**config.mk**
```make
export PLATFORM = sky130hd
export DESIGN_NAME = hall_switch_phase_control
export DESIGN_NICKNAME = d
export VERILOG_FILES = /design/src/pkg/hall_pkg.sv /design/src/hdl/extremum_track.sv /design/src/hdl/hall_switch_phase_control.sv
export SDC_FILE = /design/constraint.sdc
export NUM_CORES = 1
export LEC_CHECK = 0
export BUFFER_PORTS_ARGS = -buffer_cell sky130_fd_sc_hd__buf_2
export CAP_MARGIN = 30
export CORE_AREA = 5 5 160 162
export CTS_BUF_LIST = sky130_fd_sc_hd__clkbuf_16
export DETAILED_ROUTE_END_ITERATION = 8
export DIE_AREA = 0 0 165 167
export HOLD_SLACK_MARGIN = 0.06
export SLEW_MARGIN = 20
export SYNTH_ARGS = -nofsm -noshare
export SYNTH_HDL_FRONTEND = slang
export SYNTH_SLANG_ARGS = --single-unit
```
**constraint.sdc**
```tcl
create_clock -name mclk -period 17.52 [get_ports mclk]
set_clock_uncertainty 0.2 [all_clocks]
set_input_delay 4.38 -clock mclk [delete_from_list [all_inputs] [get_ports mclk]]
set_output_delay 4.38 -clock mclk [all_outputs]
set_load 0.03 [all_outputs]
```
**src/pkg/hall_pkg.sv**
```systemverilog
// constants and phase type shared by the switching core and its extremum tracker
// assumes one 100 MHz clock and signed magnetic samples from the chopped amplifier
package hall_pkg;

    // ======================================================================
    // widths and defaults
    localparam int SAMPLE_W      = 12;   // magnetic sample width
    localparam int HYST_DEF      = 8;    // hysteresis half band, in LSB
    localparam int SW_CNT_W      = 7;    // switch event count, up to 127
    localparam int NOISE_SHIFT   = 2;    // quarter of the amplitude
    localparam int THR_RST       = 0;    // threshold after reset
    localparam int SW_CNT_RST    = 0;    // switch count after reset

    // ======================================================================
    // timing
    localparam int CLK_PERIOD_NS = 10;
    localparam int FAIL_HIZ_NS   = 2_600_000;   // 2.6 ms released output
    localparam int FAIL_HIZ_CYC  = FAIL_HIZ_NS / CLK_PERIOD_NS;

    // ======================================================================
    // operating phases
    typedef enum logic [2:0] {
        ST_EVAL,
        ST_SEARCH,
        ST_FAIL_HIZ,
        ST_FAIL_LOW,
        ST_INIT,
        ST_PRECAL,
        ST_CAL
    } phase_t;

endpackage

```
**src/hdl/extremum_track.sv**
```systemverilog
// extremum tracker: finds signal maxima and minima with a noise gate
// assumes samples on mclk with a one-cycle valid strobe from the same domain
module extremum_track
    import hall_pkg::*;
#(
    parameter int W = SAMPLE_W
) (
    input  wire logic                mclk,
    input  wire logic                rst,
    input  wire logic                en,
    input  wire logic                smp_valid,
    input  wire logic signed [W-1:0] smp,
    input  wire logic signed [W-1:0] noise_constant_floor,
    output logic                     max_hit_q,
    output logic                     min_hit_q,
    output logic signed [W-1:0]      max_val_q,
    output logic signed [W-1:0]      min_val_q
);

    // ======================================================================
    // noise gate
    logic                seek_max_q;
    logic signed [W-1:0] peak_q;
    logic signed [W-1:0] trough_q;
    logic signed [W:0]   amp;
    logic signed [W:0]   quarter;
    logic signed [W:0]   floor_x;
    logic signed [W:0]   digital_noise_constant;
    logic signed [W:0]   drop;
    logic signed [W:0]   rise;

    // quarter of the last swing, never under the floor
    always_comb begin
        amp     = (W+1)'(max_val_q) - (W+1)'(min_val_q);
        quarter = amp >>> NOISE_SHIFT;
        floor_x = (W+1)'(noise_constant_floor);
        digital_noise_constant = (quarter > floor_x) ? quarter : floor_x;
        drop    = (W+1)'(peak_q) - (W+1)'(smp);
        rise    = (W+1)'(smp) - (W+1)'(trough_q);
    end

    // ======================================================================
    // peak and trough search, alternating
    always_ff @(posedge mclk) begin
        max_hit_q <= 1'b0;
        min_hit_q <= 1'b0;
        if (rst) begin
            seek_max_q <= 1'b1;
            peak_q     <= W'(THR_RST);
            trough_q   <= W'(THR_RST);
            max_val_q  <= W'(THR_RST);
            min_val_q  <= W'(THR_RST);
        end else if (!en) begin
            // idle tracking so the first swing starts from the live signal
            seek_max_q <= 1'b1;
            peak_q     <= smp;
            trough_q   <= smp;
        end else if (smp_valid) begin
            if (seek_max_q) begin
                if (smp > peak_q) begin
                    peak_q <= smp;
                end else if (drop > digital_noise_constant) begin
                    max_val_q  <= peak_q;          // tooth maximum
                    max_hit_q  <= 1'b1;
                    seek_max_q <= 1'b0;
                    trough_q   <= smp;
                end
            end else begin
                if (smp < trough_q) begin
                    trough_q <= smp;
                end else if (rise > digital_noise_constant) begin
                    min_val_q  <= trough_q;        // notch minimum
                    min_hit_q  <= 1'b1;
                    seek_max_q <= 1'b1;
                    peak_q     <= smp;
                end
            end
        end
    end

    // ======================================================================
    // checks
    swing_gate_a: assert property (@(posedge mclk) disable iff (rst)
        max_hit_q |-> $past(drop) > $past(digital_noise_constant))
        else $error("maximum accepted below noise constant");

    min_gate_a: assert property (@(posedge mclk) disable iff (rst)
        min_hit_q |-> $past(rise) > $past(digital_noise_constant))
        else $error("minimum accepted below noise constant");

endmodule // extremum_track

```
**src/hdl/hall_switch_phase_control.sv**
```systemverilog
// switching core of a programmable tooth/notch magnetic sensor
// assumes samples, nonvolatile contents and settings arrive on mclk
//
// Contract
// - default: tooth pulls output low, notch releases it high
// - programmed polarity inverts field to output relation
// - phases: initial, then precalibrated, then calibrated
// - initial phase compares each sample with threshold to set output
// - initial comparison carries hysteresis against noise
// - initial threshold comes from rewritable nonvolatile register
// - factory-only memory: search present field, load it as threshold
// - customer-programmed memory: switch output against stored threshold
// - memory failure: output released about 2.6 ms, then held low
// - after initial phase, precalibrated phase monitors the signal
// - precalibrated phase detects minima and maxima
// - extremum accepted only beyond quarter amplitude, never under floor
// - raise offset only at falling edges, lower only at rising edges
// - after programmed switch count, enter calibrated phase
// - every power up restarts in initial phase
module hall_switch_phase_control
    import hall_pkg::*;
#(
    parameter int W               = SAMPLE_W,
    parameter int HYST            = HYST_DEF,
    parameter int FAIL_HIZ_CYCLES = FAIL_HIZ_CYC
) (
    input  wire logic                mclk,
    input  wire logic                rst,
    input  wire logic                sample_valid,
    input  wire logic signed [W-1:0] sample,
    input  wire logic signed [W-1:0] power_on_threshold,
    input  wire logic                nvm_customer,
    input  wire logic                nvm_fail,
    input  wire logic                polarity_inv,
    input  wire logic [SW_CNT_W-1:0] switch_target,
    input  wire logic signed [W-1:0] noise_constant_floor,
    output logic                     q_out_q,
    output logic                     q_oe_q,
    output phase_t                   phase_q,
    output logic signed [W-1:0]      threshold_q,
    output logic                     programmed_q
);

    // ======================================================================
    // declarations
    localparam int FW = $clog2(FAIL_HIZ_CYCLES + 1);

    logic [FW-1:0]        fail_cnt_q;
    logic [SW_CNT_W-1:0]  sw_cnt_q;
    logic                 tooth_q;
    logic                 tooth_d;
    logic                 seen_max_q;
    logic                 seen_min_q;
    logic                 cmp_phase;
    logic                 track_en;
    logic                 above;
    logic                 below;
    logic signed [W:0]    hyst_x;
    logic signed [W:0]    smp_x;
    logic signed [W:0]    thr_x;
    logic signed [W:0]    mid_x;
    logic signed [W-1:0]  target;
    logic                 max_hit;
    logic                 min_hit;
    logic signed [W-1:0]  max_val;
    logic signed [W-1:0]  min_val;

    // ======================================================================
    // extremum tracking runs once the initial phase is over
    assign track_en = (phase_q == ST_PRECAL) || (phase_q == ST_CAL);

    extremum_track #(
        .W                    (W)
    ) u_track (
        .mclk                 (mclk),
        .rst                  (rst),
        .en                   (track_en),
        .smp_valid            (sample_valid),
        .smp                  (sample),
        .noise_constant_floor (noise_constant_floor),
        .max_hit_q            (max_hit),
        .min_hit_q            (min_hit),
        .max_val_q            (max_val),
        .min_val_q            (min_val)
    );

    // ======================================================================
    // comparison against threshold, signed, with a band around it
    // the calibrated phase drops the visible band for best accuracy
    always_comb begin
        cmp_phase = (phase_q == ST_INIT) || track_en;
        hyst_x    = (phase_q == ST_CAL) ? '0 : (W+1)'(HYST);
        smp_x     = (W+1)'(sample);
        thr_x     = (W+1)'(threshold_q);
        above     = smp_x > (thr_x + hyst_x);
        below     = smp_x < (thr_x - hyst_x);
        tooth_d   = above ? 1'b1 : (below ? 1'b0 : tooth_q);
        mid_x     = ((W+1)'(max_val) + (W+1)'(min_val)) >>> 1;
        target    = mid_x[W-1:0];
    end

    // ======================================================================
    // phase sequencer; reset always lands in evaluation
    always_ff @(posedge mclk) begin
        if (rst) begin
            phase_q <= ST_EVAL;
        end else begin
            case (phase_q)
                ST_EVAL: begin
                    // memory flags read once, here only
                    if (nvm_fail) begin
                        phase_q <= ST_FAIL_HIZ;
                    end else if (nvm_customer) begin
                        phase_q <= ST_INIT;
                    end else begin
                        phase_q <= ST_SEARCH;
                    end
                end
                ST_SEARCH: begin
                    if (sample_valid) begin
                        phase_q <= ST_INIT;
                    end
                end
                ST_FAIL_HIZ: begin
                    if (fail_cnt_q == FW'(FAIL_HIZ_CYCLES - 1)) begin
                        phase_q <= ST_FAIL_LOW;
                    end
                end
                ST_FAIL_LOW: begin
                    phase_q <= ST_FAIL_LOW;                    // locked until power cycle
                end
                ST_INIT: begin
                    if (sample_valid) begin
                        phase_q <= ST_PRECAL;
                    end
                end
                ST_PRECAL: begin
                    if (switch_target != '0 && sw_cnt_q >= switch_target) begin
                        phase_q <= ST_CAL;
                    end
                end
                ST_CAL: begin
                    phase_q <= ST_CAL;
                end
                default: begin
                    phase_q <= ST_EVAL;
                end
            endcase
        end
    end

    // ======================================================================
    // programmed flag, latched in evaluation
    always_ff @(posedge mclk) begin
        if (rst) begin
            programmed_q <= 1'b0;
        end else if (phase_q == ST_EVAL) begin
            programmed_q <= nvm_customer;
        end
    end

    // ======================================================================
    // released-output timer after a memory failure
    always_ff @(posedge mclk) begin
        if (rst) begin
            fail_cnt_q <= '0;
        end else if (phase_q == ST_FAIL_HIZ) begin
            fail_cnt_q <= fail_cnt_q + FW'(1);
        end else begin
            fail_cnt_q <= '0;
        end
    end

    // ======================================================================
    // threshold: stored value, searched value, then edge-gated updates
    // a raise only at a maximum, so the output never double switches
    always_ff @(posedge mclk) begin
        if (rst) begin
            threshold_q <= W'(THR_RST);
        end else begin
            case (phase_q)
                ST_EVAL: begin
                    if (nvm_customer) begin
                        threshold_q <= power_on_threshold;
                    end
                end
                ST_SEARCH: begin
                    if (sample_valid) begin
                        threshold_q <= sample;
                    end
                end
                ST_INIT: begin
                    if (programmed_q) begin
                        threshold_q <= power_on_threshold;
                    end
                end
                ST_PRECAL: begin
                    if (max_hit && seen_min_q && target > threshold_q) begin
                        threshold_q <= target;
                    end else if (min_hit && seen_max_q && target < threshold_q) begin
                        threshold_q <= target;
                    end
                end
                ST_CAL: begin
                    // minor corrections only: one LSB per extremum
                    if (max_hit && target > threshold_q) begin
                        threshold_q <= threshold_q + W'(1);
                    end else if (min_hit && target < threshold_q) begin
                        threshold_q <= threshold_q - W'(1);
                    end
                end
                default: begin
                    threshold_q <= threshold_q;
                end
            endcase
        end
    end

    // ======================================================================
    // a pair is complete once both kinds of extremum were seen
    always_ff @(posedge mclk) begin
        if (rst || !track_en) begin
            seen_max_q <= 1'b0;
            seen_min_q <= 1'b0;
        end else begin
            if (max_hit) seen_max_q <= 1'b1;
            if (min_hit) seen_min_q <= 1'b1;
        end
    end

    // ======================================================================
    // magnetic state and open-drain drive
    always_ff @(posedge mclk) begin
        if (rst) begin
            tooth_q <= 1'b0;
            q_oe_q  <= 1'b0;
            q_out_q <= 1'b0;
        end else begin
            q_out_q <= 1'b0;                                   // drain pulls low only
            if (phase_q == ST_FAIL_LOW) begin
                q_oe_q <= 1'b1;
            end else if (cmp_phase) begin
                if (sample_valid) begin
                    tooth_q <= tooth_d;
                    q_oe_q  <= tooth_d ^ polarity_inv;
                end
            end else begin
                q_oe_q <= 1'b0;                                // released while not decided
            end
        end
    end

    // ======================================================================
    // output switch events, counted in the precalibrated phase
    always_ff @(posedge mclk) begin
        if (rst || phase_q != ST_PRECAL) begin
            sw_cnt_q <= SW_CNT_W'(SW_CNT_RST);
        end else if (sample_valid && (tooth_d != tooth_q) && (sw_cnt_q != '1)) begin
            sw_cnt_q <= sw_cnt_q + SW_CNT_W'(1);
        end
    end

    // ======================================================================
    // checks
    tooth_low_a: assert property (@(posedge mclk) disable iff (rst)
        (sample_valid && cmp_phase && above && !polarity_inv) |=> q_oe_q)
        else $error("tooth did not pull output low");

    notch_high_a: assert property (@(posedge mclk) disable iff (rst)
        (sample_valid && cmp_phase && below && !polarity_inv) |=> !q_oe_q)
        else $error("notch did not release output");

    polarity_swap_a: assert property (@(posedge mclk) disable iff (rst)
        (sample_valid && cmp_phase && above && polarity_inv) |=> !q_oe_q)
        else $error("inverted polarity not applied");

    hyst_hold_a: assert property (@(posedge mclk) disable iff (rst)
        (sample_valid && cmp_phase && !above && !below && !polarity_inv)
        |=> q_oe_q == $past(tooth_q))
        else $error("output moved inside hysteresis band");

    search_load_a: assert property (@(posedge mclk) disable iff (rst)
        (phase_q == ST_SEARCH && sample_valid)
        |=> threshold_q == $past(sample) && phase_q == ST_INIT)
        else $error("searched value not loaded");

    stored_load_a: assert property (@(posedge mclk) disable iff (rst)
        (phase_q == ST_EVAL && nvm_customer && !nvm_fail)
        |=> threshold_q == $past(power_on_threshold) && phase_q == ST_INIT)
        else $error("stored threshold not used");

    fail_hiz_a: assert property (@(posedge mclk) disable iff (rst)
        (phase_q == ST_EVAL && nvm_fail) ##1 (phase_q == ST_FAIL_HIZ)[*8]
        |-> !q_oe_q)
        else $error("output driven during failure release time");

    fail_low_a: assert property (@(posedge mclk) disable iff (rst)
        (phase_q == ST_FAIL_LOW) |=> q_oe_q && phase_q == ST_FAIL_LOW)
        else $error("failure did not lock output low");

    precal_next_a: assert property (@(posedge mclk) disable iff (rst)
        (phase_q == ST_INIT && sample_valid) |=> phase_q == ST_PRECAL)
        else $error("precalibrated phase not entered");

    cal_entry_a: assert property (@(posedge mclk) disable iff (rst)
        (phase_q == ST_PRECAL && switch_target != '0 && sw_cnt_q >= switch_target)
        |=> phase_q == ST_CAL)
        else $error("calibrated phase not entered");

    raise_edge_a: assert property (@(posedge mclk) disable iff (rst)
        (track_en ##1 threshold_q > $past(threshold_q)) |-> $past(max_hit))
        else $error("threshold raised away from falling edge");

    power_up_a: assert property (@(posedge mclk)
        rst |=> phase_q == ST_EVAL)
        else $error("reset did not restart phases");

    cal_reached_c: cover property (@(posedge mclk) disable iff (rst)
        phase_q == ST_PRECAL ##1 phase_q == ST_CAL);
    fail_locked_c: cover property (@(posedge mclk) disable iff (rst)
        phase_q == ST_FAIL_HIZ ##1 phase_q == ST_FAIL_LOW);
    search_done_c: cover property (@(posedge mclk) disable iff (rst)
        phase_q == ST_SEARCH ##1 phase_q == ST_INIT);
    pair_update_c: cover property (@(posedge mclk) disable iff (rst)
        phase_q == ST_PRECAL && min_hit && seen_max_q);

endmodule // hall_switch_phase_control

```
# Yosys cells after proc, flatten, opt, wreduce, memory -nomap -nowiden
# Index checks and enable logic that the tools add are counted.
dict set report word_totals {
  in_bits 49
  rom_bits 0
  register_bits 96
  n_memories 0
  elab_cells 138
  latchBits 0
  mem_bits_rw 0
}
dict set report classes {
  eq_ne 26
  shift 0
  n_lt_le_gt_ge 10
  reduce_logical 28
  n_mul 0
  muxes 40
  div_mod_pow 0
  add_sub_neg 10
  bitwise_logic 8
}
# operator count
set op_table {}
lappend op_table {{two-way mux 12 bit} 19}
lappend op_table {{one-hot mux 12 bit (5 select lines)} 1}
lappend op_table {{subtractor 12 x 12 -> 13 bit} 3}
lappend op_table {{greater-than comparator 13 bit} 2}
lappend op_table {{greater-than comparator 12 bit} 2}
lappend op_table {{< comparator 12 bit} 2}
lappend op_table {{one-hot mux 3 bit (7 select lines)} 1}
lappend op_table {{adder 18 x 1 -> 18 bit (second input constant)} 1}
lappend op_table {{equality test 18 bit (second input constant)} 1}
lappend op_table {{two-way mux 3 bit} 6}
lappend op_table {{adder 12 x 12 -> 13 bit} 1}
lappend op_table {{adder 12 x 5 -> 13 bit} 1}
lappend op_table {{greater-than comparator 12 x 13 -> 1 bit} 1}
lappend op_table {{< comparator 12 x 13 -> 1 bit} 1}
lappend op_table {{two-way mux 13 bit} 1}
lappend op_table {{subtractor 12 x 5 -> 13 bit} 1}
lappend op_table {{adder 12 x 2 -> 12 bit (second input constant)} 1}
lappend op_table {{greater-than comparator 11 x 12 -> 1 bit} 1}
lappend op_table {{inequality test 2 bit (second input constant)} 6}
lappend op_table {{inequality test 3 x 1 -> 1 bit (second input constant)} 4}
lappend op_table {{inequality test 3 bit (second input constant)} 4}
lappend op_table {{AND reduction 4 bit} 3}
lappend op_table {{subtractor 12 x 2 -> 12 bit (second input constant)} 1}
lappend op_table {{two-way mux 1 bit} 11}
lappend op_table {{24 further kinds} 47}

# Logic depth before layout (Yosys ltp)
# Gate-level depths: netlist of run 1.
dict set report depth {
  ltp_word 10
  ltp_mapped 35
  mapped_depth_nobuf 34
}

# Hierarchy
# Synthesis of run 1 repeated with hierarchy kept, for this count alone.
dict set report hier_totals {
  hier_cells 1215
  area_unflattened_um2 9628.0
}
# mod n_inst area_each_um2 seq_area_each_um2 cells_each
set modules_own_cells {}
lappend modules_own_cells {extremum_track 1 5042.3 1021.0 620}
lappend modules_own_cells {hall_switch_phase_control 1 4585.6 900.9 595}

# Worst setup path before layout of run 1
# No wires, ideal clock.
dict set report synth_timing {
  path_kind {input to register}
  from {input port noise_constant_floor[3]}
  to {register u_track.min_val_q[10]}
  stages 22
  t_arrival_ps 8445
  setup_slack_ps 8748
  required_time_ps 17192
  path_buffers 3
  cell_sequence {inv_1 -> ha_1 -> and4b_1 -> a2111oi_4 -> o211ai_2 -> a31o_1 -> buf_6 -> buf_2 -> nand2b_1 -> o21ai_0 -> ha_1 -> a21o_1 -> a211o_1 -> nor2_1 -> o21ai_0 -> a2111oi_0 -> nor3_2 -> o21bai_2 -> nor3_4 -> buf_6 -> mux2i_1 -> nor2_1}
}
dict set report synth_via {
  elab_chain_cells 4
}
# item line
set synth_lines {}
lappend synth_lines {{start, declared} hall_switch_phase_control.sv:36} ;# input wire logic signed [W-1:0] noise_constant_floor,
lappend synth_lines {{greater-than comparator 11 x 12 -> 1 bit} extremum_track.sv:37} ;# digital_noise_constant = (quarter > floor_x) ? quarter : floor_x;
lappend synth_lines {{two-way mux 13 bit *} extremum_track.sv:37}
lappend synth_lines {{greater-than comparator 13 bit *} extremum_track.sv:71} ;# end else if (rise > digital_noise_constant) begin
lappend synth_lines {{AND reduction 5 bit (no source line) *} -}
lappend synth_lines {{end signal, assigned} extremum_track.sv:52} ;# min_val_q <= W'(THR_RST);
lappend synth_lines {{end signal, assigned} extremum_track.sv:72} ;# min_val_q <= trough_q;
lappend synth_lines {{end, declared} extremum_track.sv:17} ;# output logic signed [W-1:0] min_val_q
# Every way passes the cells marked *; elsewhere a longest branch is shown, timed or not.
# A chain may end at the register's enable or synchronous reset.

# Worst setup path in the final report of run 1
dict set report layout_timing {
  from {input port noise_constant_floor[11]}
  to {register u_track.peak_q[4]}
}
dict set report layout_via {
  elab_chain_cells 5
}
# item line
set layout_lines {}
lappend layout_lines {{greater-than comparator 11 x 12 -> 1 bit} extremum_track.sv:37}
lappend layout_lines {{two-way mux 13 bit *} extremum_track.sv:37}
lappend layout_lines {{greater-than comparator 13 bit *} extremum_track.sv:71}
lappend layout_lines {{inequality test 3 x 1 -> 1 bit (no source line) *} -}
lappend layout_lines {{AND reduction 4 bit (no source line) *} -}
lappend layout_lines {{end signal, assigned} extremum_track.sv:49} ;# peak_q <= W'(THR_RST);
lappend layout_lines {{end signal, assigned} extremum_track.sv:56} ;# peak_q <= smp;
lappend layout_lines {{end signal, assigned} extremum_track.sv:75} ;# peak_q <= smp;
lappend layout_lines {{end, declared} extremum_track.sv:23} ;# logic signed [W-1:0] peak_q;
# Marked as above.

==> results.yml, run 1 <==
global_route:
  use_met1_pct: 24.78
  grt_pass1_vias: 7793
  met2_usage_pct: 30.08
  grt.busiest_layer: "met2"
  grt_max_degree: 86
  antenna_found_initial: 0
  overflow: 0
  met3_usage_pct: 2.472
  grt_usage_pct: 18.10
  grt_pass1_wl_um: 40340
critical_path:
  crit_slowest_cell: "a2111oi_0"
  critPathMaxFanout: 15
  end_kind: "register"
  cp_cell_sequence: "buf_2, inv_1, ha_1, nand4_1, o21ba_2, o211ai_2, a31o_1, o21ai_0, ha_1, a21o_1, a211o_1, nor2_1, o21ai_0, a2111oi_0, nor3_2, o21bai_2, o41ai_4, buf_6, mux2i_1"
  worstReg2RegStart: "u_track.min_val_q[3]"
  critical_path_arrival_ns: 9.49
  crit_path_start: "noise_constant_floor[11]"
  crit_required_ns: 17.57
  crit_type: "in2reg"
  crit_path_max_incr_delay_ns: 0.67
  crit_path_start_kind: "input port"
clock_tree:
  insertion_delay_ns: 0.37
  cts_buffer_depth: 2
  clock-sinks: 96
  cts_resized: 0
  cts_setup_buffers: 0
  postCtsHoldBufs: 0
  h-tree-depth: 3
  path_clk_slew_ns: 0.07
  root_buffer: "clkbuf_16"
  cts_buffers: 9
  cts_tree: "done"
route:
  detail-route-antenna-nets: 0
  routed_wirelength_um: 25160
  wire_per_inst_um: 16.25
  drt_iter0_markers: 552
  via_count: 8228
  drt-pass1-iter-count: 5
  drc: 0
  viasPerCell: 5.315
run_status:
  status: "complete, no violations"
timing:
  slew_headroom_pct: 37.29
  period_minus_slack_ns: 9.442
  min_period_over_period_pct: 53.89
  rsz0062_at_grt: "no"
  max_freq_mhz: 105.9
  worstMarginPinSlew_ns: 0.9289
  drv_slew: 0
  setup_viol: 0
  finalSetupTns_ns: 0
  finalHoldViolCount: 0
placed_design:
  place_congestion: 0.9049
  dp.cells: 1532
  dp_hpwl_um: 20190
  port_buffers: 65
pwr:
  switching_share_pct: 45.76
  p_leak_nw: 4.595
  switching_power_mw: 0.5433
  internal_power_mw: 0.6439
  clkPwrFrac_pct: 17.2
  seqPwrFrac_pct: 23.8
  ir_drop_v: 0.00006235
  power_frac_comb_pct: 59.1
  p_per_area_nw_per_um2: 114.7
cells_and_area:
  n_fill_cell: 2450
  area_growth_pct: 9.386
  diodes: 0
  nets: 1403
  drive_gt1_share_pct: 8.905
  layoutNonFillerInstCount: 1548
synthesis:
  synth_top_family_by_area: "compound AO/OA/AOI/OAI gates"
  synth_xor_area_share_pct: 7.323
  synth_compound_area_share_pct: 21.37
  synthesis.nets: 1360
  ys_seq_area_share_pct: 20.30
  yosys.area_share.adder_pct: 18.27
  synth_ff_type: "dfxtp_1"
  avgSynthCellArea_um2: 8.049
  ys_ff_latch: 96
  syn_inst: 1176
  syn_area_um2: 9465
  synth-edff-count: 0
  synthMuxAreaShare_pct: 7.535
  synth_simple_gate_area_share_pct: 18.88
  synth_cell_types: 83
  synth_warnings: 0
  async_flop_share_pct: 0
floorplanning:
  core_area_um2: 23960
  rows: 57
  die_w_um: 165
  fp.dieH_um: 167
  start_util_pct: 39.50
  io_pins: 67
  die_area_um2: 27560
job:
  drv_cap: 0
min_path:
  min_from: "fail_cnt_q[0]"
  hp-class: "reg2reg"
-- power groups by stage --
stage	Combinational, mW	Sequential (mW)	Clock, mW
2_1_floorplan	0.525	0.294	0
3_3_place_gp	0.682	0.286	0
3_5_place_dp	0.691	0.286	0
4_1_cts	0.696	0.281	0.208
5_1_grt	0.778	0.286	0.216
6_report	0.701	0.282	0.204
-- worst max-delay path, delay by kind of cell --
| kind | cells | cell delay (ns) |
|---|---|---|
| and+or+nand+nor | 3 | 0.53 |
| AOI/OAI and AO/OA | 10 | 3.22 |
| buffers and inverters | 3 | 0.33 |
| muxes | 1 | 0.12 |
| adders and majority gates | 2 | 0.89 |
-- synth_stat cells, drive strengths merged, types with 10 or more instances --
| master | instances | area, µm² |
|---|---|---|
| ha | 131 | 1639 |
| inv | 110 | 412.9 |
| nor2 | 110 | 415.4 |
| dfxtp | 96 | 1922 |
| nand2b | 67 | 419.2 |
| mux2i | 66 | 664.4 |
| o21ai | 58 | 294.0 |
| a21oi | 57 | 285.3 |
| xnor2 | 57 | 499.2 |
| nand2 | 54 | 202.7 |
| nand3 | 31 | 155.2 |
| clkbuf | 29 | 108.9 |
| nand4 | 23 | 143.9 |
| nor3 | 22 | 126.4 |
| o21a | 22 | 165.2 |
| a21o | 21 | 157.7 |
| a211oi | 17 | 132.6 |
| xor2 | 17 | 148.9 |
| o21bai | 14 | 108.9 |
| a31oi | 12 | 75.07 |
| o22ai | 12 | 75.07 |
| o211ai | 11 | 92.58 |
| nor2b | 10 | 62.56 |
-- worst paths after layout --
kind | slack (ns) | cells past startpoint | end
max | 8.08 | 19 | u_track.peak_q[4]
min | 0.25 | 1 | fail_cnt_q[0]
max reg2reg | 9.84 | 26 | u_track.peak_q[4]
min reg2reg | 0.25 | 1 | fail_cnt_q[0]
-- cell type report --
type	count	area [µm²]	share of cell area (%)
tap	324	405.4	3.915
clock inverter	7	71.32	0.6888
sequential	96	1922	18.56
inverter	111	416.7	4.024
timing repair buffer	70	364.1	3.517
clock buffer	9	225.2	2.175
multi-input combinational	931	6949	67.12
-- layer usage --
| layer | wire length (µm) | vias up |
|---|---|---|
| li1 | - | 4294 |
| met1 | 11980 | 3769 |
| met2 | 11830 | 139 |
| met3 | 938 | 26 |
| met4 | 409 | 0 |
| met5 | 0 | - |
-- registers in the layout, summed over array words and instances (netlist names) --
name	count
u_track.max_val_q	12
seen_max_q	1
q_oe_q	1
fail_cnt_q	18
u_track.min_hit_q	1
phase_q	3
sw_cnt_q	7
tooth_q	1
u_track.seek_max_q	1
u_track.min_val_q	12
programmed_q	1
u_track.peak_q	12
u_track.max_hit_q	1
threshold_q	12
seen_min_q	1
u_track.trough_q	12
-- through the flow --
stage	hold slack (ns)	setup WS, ns	instance area (µm²)	power (mW)	utilization [%]
2_1_floorplan	0.2175	8.748	9465	0.8190	-
3_3_place_gp	0.2303	7.827	10040	0.9679	41.90
3_5_place_dp	0.2407	7.760	10060	0.9773	41.97
4_1_cts	0.2514	8.129	10350	1.186	43.21
5_1_grt	0.2822	7.838	10350	1.280	43.21
6_report	0.2501	8.078	10350	1.187	43.21
-- cells in the final DEF, fill, tap and decap left out, types with 5 or more instances in the layout --
| cell | n |
|---|---|
| ha_1 | 131 |
| inv_1 | 111 |
| nor2_1 | 109 |
| dfxtp_1 | 96 |
| nand2b_1 | 67 |
| buf_2 | 66 |
| mux2i_1 | 65 |
| a21oi_1 | 57 |
| xnor2_1 | 57 |
| o21ai_0 | 56 |
| nand2_1 | 54 |
| nand3_1 | 31 |
| nand4_1 | 23 |
| o21a_1 | 22 |
| a21o_1 | 21 |
| nor3_1 | 20 |
| xor2_1 | 17 |
| a211oi_1 | 16 |
| o21bai_1 | 13 |
| a31oi_1 | 12 |
| o22ai_1 | 12 |
| nor2b_1 | 10 |
| nor4_1 | 9 |
| o211ai_1 | 9 |
| clkbuf_16 | 9 |
| o31ai_1 | 7 |
| a21boi_0 | 6 |
| or3_1 | 5 |
| and3_1 | 5 |
| a211o_1 | 5 |
-- logic make-up (layout without fill, tap and decap cells) --
logic type	Yosys count	in the layout
other	1	1
DFF	96	96
buffers and inverters	149	197
xor gates and xnor gates	76	76
AOI/OAI and AO/OA	293	293
muxes	70	70
adders and majority gates	136	136
and+or+nand+nor	355	355
Power figures use the tool's default switching activity.
==> run 2: changes to the inputs <==
--- a/config.mk
+++ b/config.mk
@@ -5,12 +5,13 @@
 export SDC_FILE = /design/constraint.sdc
 export NUM_CORES = 1
 export LEC_CHECK = 0
+export ABC_AREA = 1
 export BUFFER_PORTS_ARGS = -buffer_cell sky130_fd_sc_hd__buf_2
 export CAP_MARGIN = 30
-export CORE_AREA = 5 5 160 162
+export CORE_AREA = 5 5 162 164
 export CTS_BUF_LIST = sky130_fd_sc_hd__clkbuf_16
 export DETAILED_ROUTE_END_ITERATION = 8
-export DIE_AREA = 0 0 165 167
+export DIE_AREA = 0 0 167 169
 export HOLD_SLACK_MARGIN = 0.06
 export SLEW_MARGIN = 20
 export SYNTH_ARGS = -nofsm -noshare
==> constraint.sdc (replaced) <==
create_clock -name mclk -period 7.8 [get_ports mclk]
set_clock_uncertainty 0.2 [all_clocks]
set_input_delay 1.95 -clock mclk [delete_from_list [all_inputs] [get_ports mclk]]
set_output_delay 1.95 -clock mclk [all_outputs]
set_load 0.03 [all_outputs]
==> results.yml, run 2 <==
pwr:
  ir_drop_v: 0.0002504
  p_per_area_nw_per_um2: 309.7
  p_leak_nw: 5.402
critical_path:
  crit_slowest_cell: "ha_1"
  critical_path_arrival_ns: 6.34
  worstReg2RegStart: "u_track.min_val_q[2]"
  cp_common_cell: "nand2_1"
  crit_required_ns: 7.89
  crit_path_max_incr_delay_ns: 0.52
  reg2reg_to: "threshold_q[10]"
  crit_path_start_kind: "register"
  end_kind: "register"
  critPathMaxFanout: 12
  crit_type: "reg2reg"
  crit_buf_inv: 2
  ff2ff_path_depth: 32
  cpLargestDelayFamily: "compound AO/OA/AOI/OAI gates"
  r2r_slack_ns: 1.55
synthesis:
  ys_ff_latch: 96
  synth_area_leaders: "dfxtp_1 (20%), ha_1 (17%), nand2_1 (12%)"
  synth-edff-count: 0
  yosysMostFrequentCell: "nand2_1"
  syn_area_um2: 9658
  yosysTopAreaCell: "dfxtp_1"
  synth_ff_type: "dfxtp_1"
  synth_warnings: 0
  ys_seq_area_share_pct: 19.90
  synth_common_cells: "nand2_1 (321), inv_1 (230), nor2_1 (136), a21oi_1 (133), ha_1 (131)"
  async_flop_share_pct: 0
  avgSynthCellArea_um2: 6.530
  synth_top_area_share_pct: 19.90
  synthesis.nets: 1663
  synth_cell_types: 56
  syn_inst: 1479
global_route:
  grt_max_degree: 45
  grt_pass1_vias: 8952
  overflow: 0
  use_met1_pct: 28.23
  met2_usage_pct: 34.04
  grt.busiest_layer: "met2"
  antenna_found_initial: 0
  grt_pass1_wl_um: 47090
  grt_usage_pct: 20.54
  met3_usage_pct: 3.176
route:
  detail-route-antenna-nets: 0
  drc: 0
  wire_per_inst_um: 15.84
  drt_iter0_markers: 666
  routed_wirelength_um: 29490
  viasPerCell: 5.155
  drt-pass1-iter-count: 5
  via_count: 9593
placed_design:
  dp_hpwl_um: 24360
  place_congestion: 0.8788
  port_buffers: 65
clock_tree:
  cts_setup_buffers: 0
  h-tree-depth: 3
  cts_tree: "done"
  insertion_delay_ns: 0.36
  clock-sinks: 96
  postCtsHoldBufs: 0
  cts_buffers: 9
  cts_buffer_depth: 2
  root_buffer: "clkbuf_16"
  cts_resized: 0
  path_clk_slew_ns: 0.08
floorplanning:
  start_util_pct: 39.03
  die_area_um2: 28220
  fp.dieH_um: 169
  die_w_um: 167
  core_area_um2: 24750
  rows: 58
  io_pins: 67
timing:
  rsz0062_at_grt: "no"
  finalHoldViolCount: 0
  worstMarginPinSlew_ns: 0.9466
  min_period_over_period_pct: 80.08
  max_freq_mhz: 160.1
  period_minus_slack_ns: 6.246
  finalSetupTns_ns: 0
  setup_viol: 0
  slew_headroom_pct: 36.41
  drv_slew: 0
cells_and_area:
  nets: 1711
  fin_util_pct: 42.57
  n_fill_cell: 2679
  drive_gt1_share_pct: 8.883
  largest_register_ffs: 18
  mostFrequentLayoutCells: "nand2_1 (321), inv_1 (230), nor2_1 (136), a21oi_1 (133), ha_1 (131)"
  area_growth_pct: 9.069
  diodes: 0
  largest_register: "fail_cnt_q"
  layout_commonest_cell: "nand2_1"
job:
  drv_cap: 0
run_status:
  status: "complete, no violations"
min_path:
  hp-class: "reg2reg"
  hold_depth: 2
  min_from: "fail_cnt_q[14]"
  min_to: "fail_cnt_q[14]"
==> run 2: worst max path at each step <==
stage                         start                   end  slack (ns)  depth (start not counted)
2_1_floorplan  u_track.min_val_q[2]       threshold_q[11]        2.58                         35
3_3_place_gp              sample[2]  u_track.max_val_q[1]        1.57                         25
4_1_cts        u_track.min_val_q[2]       threshold_q[10]        1.66                         32
3_5_place_dp              sample[2]  u_track.max_val_q[1]        1.54                         25
5_1_grt        u_track.min_val_q[2]       threshold_q[10]        0.93                         32
6_report       u_track.min_val_q[2]       threshold_q[10]        1.55                         32
==> run 2: through the flow <==
step / setup slack [ns] / power (mW) / area (µm²) / hold slack, ns / instances
after floorplan: 2.584 / 2.275 / 9658 / 0.2175 / 1479
after global placement: 1.570 / 2.782 / 10260 / 0.2359 / 1846
after detailed placement: 1.538 / 2.814 / 10260 / 0.2543 / 1846
after CTS: 1.662 / 3.256 / 10530 / 0.2668 / 1861
after global routing: 0.9321 / 3.583 / 10530 / 0.2976 / 1861
final: 1.554 / 3.263 / 10530 / 0.2620 / 1861
==> run 2: kinds of logic (layout without fill, tap and decap cells) <==
| kind of cell | Yosys count | after routing | share of synthesized area, % |
|---|---|---|---|
| AO/OA/AOI/OAI | 266 | 266 | 15.99 |
| XOR/XNOR | 49 | 49 | 4.444 |
| adder cells (fa/ha/maj) | 135 | 135 | 17.80 |
| buffers and inverters | 266 | 318 | 11.08 |
| flip-flops | 96 | 96 | 19.90 |
| other | 1 | 1 | 0.03883 |
| AND/OR/NAND/NOR | 666 | 666 | 30.76 |
==> run 2: layout make-up <==
cell class	instances	area (µm²)	share of cell area, %
Clock buffer	9	225.2	2.138
Clock inverter	6	52.55	0.4989
Inverter	233	874.6	8.303
Multi-Input combinational cell	1117	6684	63.45
Sequential cell	96	1922	18.24
Tap cell	330	412.9	3.920
Timing Repair Buffer	70	362.8	3.445
==> run 2: worst min-delay path: stages (launching register included) <==
cell	delay, ns
dfxtp_1	0.31
inv_1	0.06
a21oi_1	0.05
==> run 2: metal layers <==
metal	share of wire, %	up-vias
met5	0	-
met4	1.9	0
met3	5.1	38
met2	46	214
met1	47	4352
li1	-	4989
==> run 2: where the power goes <==
part / internal [mW] / leakage [nW] / switching, mW / total (mW)
clock network: 0.220 / 0.130 / 0.218 / 0.438
logic: 0.730 / 4.49 / 1.42 / 2.15
registers: 0.560 / 0.784 / 0.119 / 0.679
total: 1.51 / 5.40 / 1.75 / 3.26
==> run 3: changes to the inputs <==
==> constraint.sdc (replaced) <==
create_clock -name mclk -period 6.3 [get_ports mclk]
set_clock_uncertainty 0.2 [all_clocks]
set_input_delay 1.575 -clock mclk [delete_from_list [all_inputs] [get_ports mclk]]
set_output_delay 1.575 -clock mclk [all_outputs]
set_load 0.03 [all_outputs]
==> results.yml, run 3 (synthesized netlist as in run 2, its figures left out) <==
global_route:
  grt_max_degree: 50
  grt_pass1_vias: 9110
  antenna_found_initial: 0
  grt_pass1_wl_um: 48260
  grt_usage_pct: 21.08
  overflow: 0
pwr:
  ir_drop_v: 0.0001872
  switching_power_mw: 2.165
  switching_share_pct: 52.08
  finalPower_mw: 4.157
  internal_power_mw: 1.992
  p_leak_nw: 5.507
  power_frac_comb_pct: 65.1
  p_per_area_nw_per_um2: 388.0
  seqPwrFrac_pct: 20.2
  clkPwrFrac_pct: 14.7
critical_path:
  worstReg2RegStart: "u_track.max_val_q[1]"
  crit_path_max_incr_delay_ns: 0.46
  critical_path_arrival_ns: 5.75
  crit_path_start: "u_track.max_val_q[1]"
  end_kind: "register"
  crit_type: "reg2reg"
  cp_common_cell: "nand2_1"
  crit_required_ns: 6.32
  crit_path_start_kind: "register"
  critPathMaxFanout: 12
  crit_slowest_cell: "fa_1"
cells_and_area:
  diodes: 0
  nets: 1727
  n_fill_cell: 2646
  seqCellArea_um2: 1922
  design_area_um2: 10710
  area_growth_pct: 10.92
  layout_commonest_cell: "nand2_1"
  largest_register: "fail_cnt_q"
  layoutNonFillerInstCount: 1878
  largest_register_ffs: 18
  mostFrequentLayoutCells: "nand2_1 (321), inv_1 (231), nor2_1 (136), a21oi_1 (133), ha_1 (131)"
  fin_util_pct: 43.29
  multiInputGateArea_um2: 6689
  drive_gt1_share_pct: 9.884
timing:
  rsz0062_at_grt: "no"
  setup_viol: 0
  fin_ws_ns: 0.5683
  worstMarginPinSlew_ns: 0.9481
  max_freq_mhz: 174.5
  drv_slew: 0
  finalSetupTns_ns: 0
  finalHoldViolCount: 0
  slew_headroom_pct: 35.96
  whs_ns: 0.2534
  period_minus_slack_ns: 5.732
  min_period_over_period_pct: 90.98
placed_design:
  dp_hpwl_um: 24830
  port_buffers: 65
  dp.cells: 1862
  place_congestion: 0.9108
  post_dp_cell_area_um2: 10390
  place_ws_ns: 0.4508
route:
  drt-pass1-iter-count: 6
  viasPerCell: 5.190
  drc: 0
  via_count: 9747
  routed_wirelength_um: 30140
  drt_iter0_markers: 723
  detail-route-antenna-nets: 0
  wire_per_inst_um: 16.05
job:
  drv_cap: 0
min_path:
  min_from: "fail_cnt_q[0]"
  hp-class: "reg2reg"
floorplanning:
  start_util_pct: 39.03
  die_area_um2: 28220
  core_area_um2: 24750
  die_w_um: 167
  fp.dieH_um: 169
  rows: 58
  io_pins: 67
clock_tree:
  cts_buffer_depth: 2
  insertion_delay_ns: 0.35
  clock-sinks: 96
  path_clk_slew_ns: 0.07
  h-tree-depth: 3
  postCtsHoldBufs: 0
  cts_buffers: 9
  cts_tree: "done"
  root_buffer: "clkbuf_16"
  cts_setup_buffers: 0
run_status:
  status: "complete, no violations"
run 3: changes by cell type in the layout (fill, tap and decap cells not counted), sizes merged:
cell,change
buf,+16
bufinv,+2
inv,-1
run 3: repair_timing:
action	in CTS	in global routing
resized for setup	0	3
setup endpoints to repair	0	2
endpoints found under the hold margin	0	0
run 3: area by class of cell:
| class | count | area share (%) |
|---|---|---|
| Tap cell | 330 | 3.854 |
| Sequential cell | 96 | 17.94 |
| Inverter | 233 | 8.164 |
| Timing Repair Buffer | 86 | 4.602 |
| Clock buffer | 9 | 2.102 |
| Clock inverter | 7 | 0.8993 |
| Multi-Input combinational cell | 1117 | 62.44 |
run 3: power by group through the flow:
stage	Sequential [mW]	Combinational (mW)	Clock, mW
CTS	0.837	2.70	0.619
floorplan	0.858	1.96	0
finish	0.840	2.71	0.610
global route	0.849	3.07	0.646
global placement	0.853	2.66	0
detailed placement	0.851	2.68	0
run 3: routing by layer:
metal	routed length (µm)	vias to the layer above	global-route usage (%)
met5	0	-	0
met4	733	0	6.403
met3	1774	44	2.032
met2	13520	260	34.54
met1	14110	4407	29.44
li1	-	5036	-
run 3: critical path: cells and delay by family (launching register included):
family,cells,cell delay (ns)
AO/OA/AOI/OAI,12,1.41
XOR/XNOR,1,0.17
adder cells (fa/ha/maj),3,1.16
buffers and inverters,5,0.48
flip-flops,1,0.38
AND/OR/NAND/NOR,17,1.78
run 3: final timing paths:
kind                     end  slack (ns)  cells past startpoint
max          threshold_q[10]        0.57                     38
min            fail_cnt_q[0]        0.25                      1
min reg2reg    fail_cnt_q[0]        0.25                      1
max reg2reg  threshold_q[10]        0.57                     38
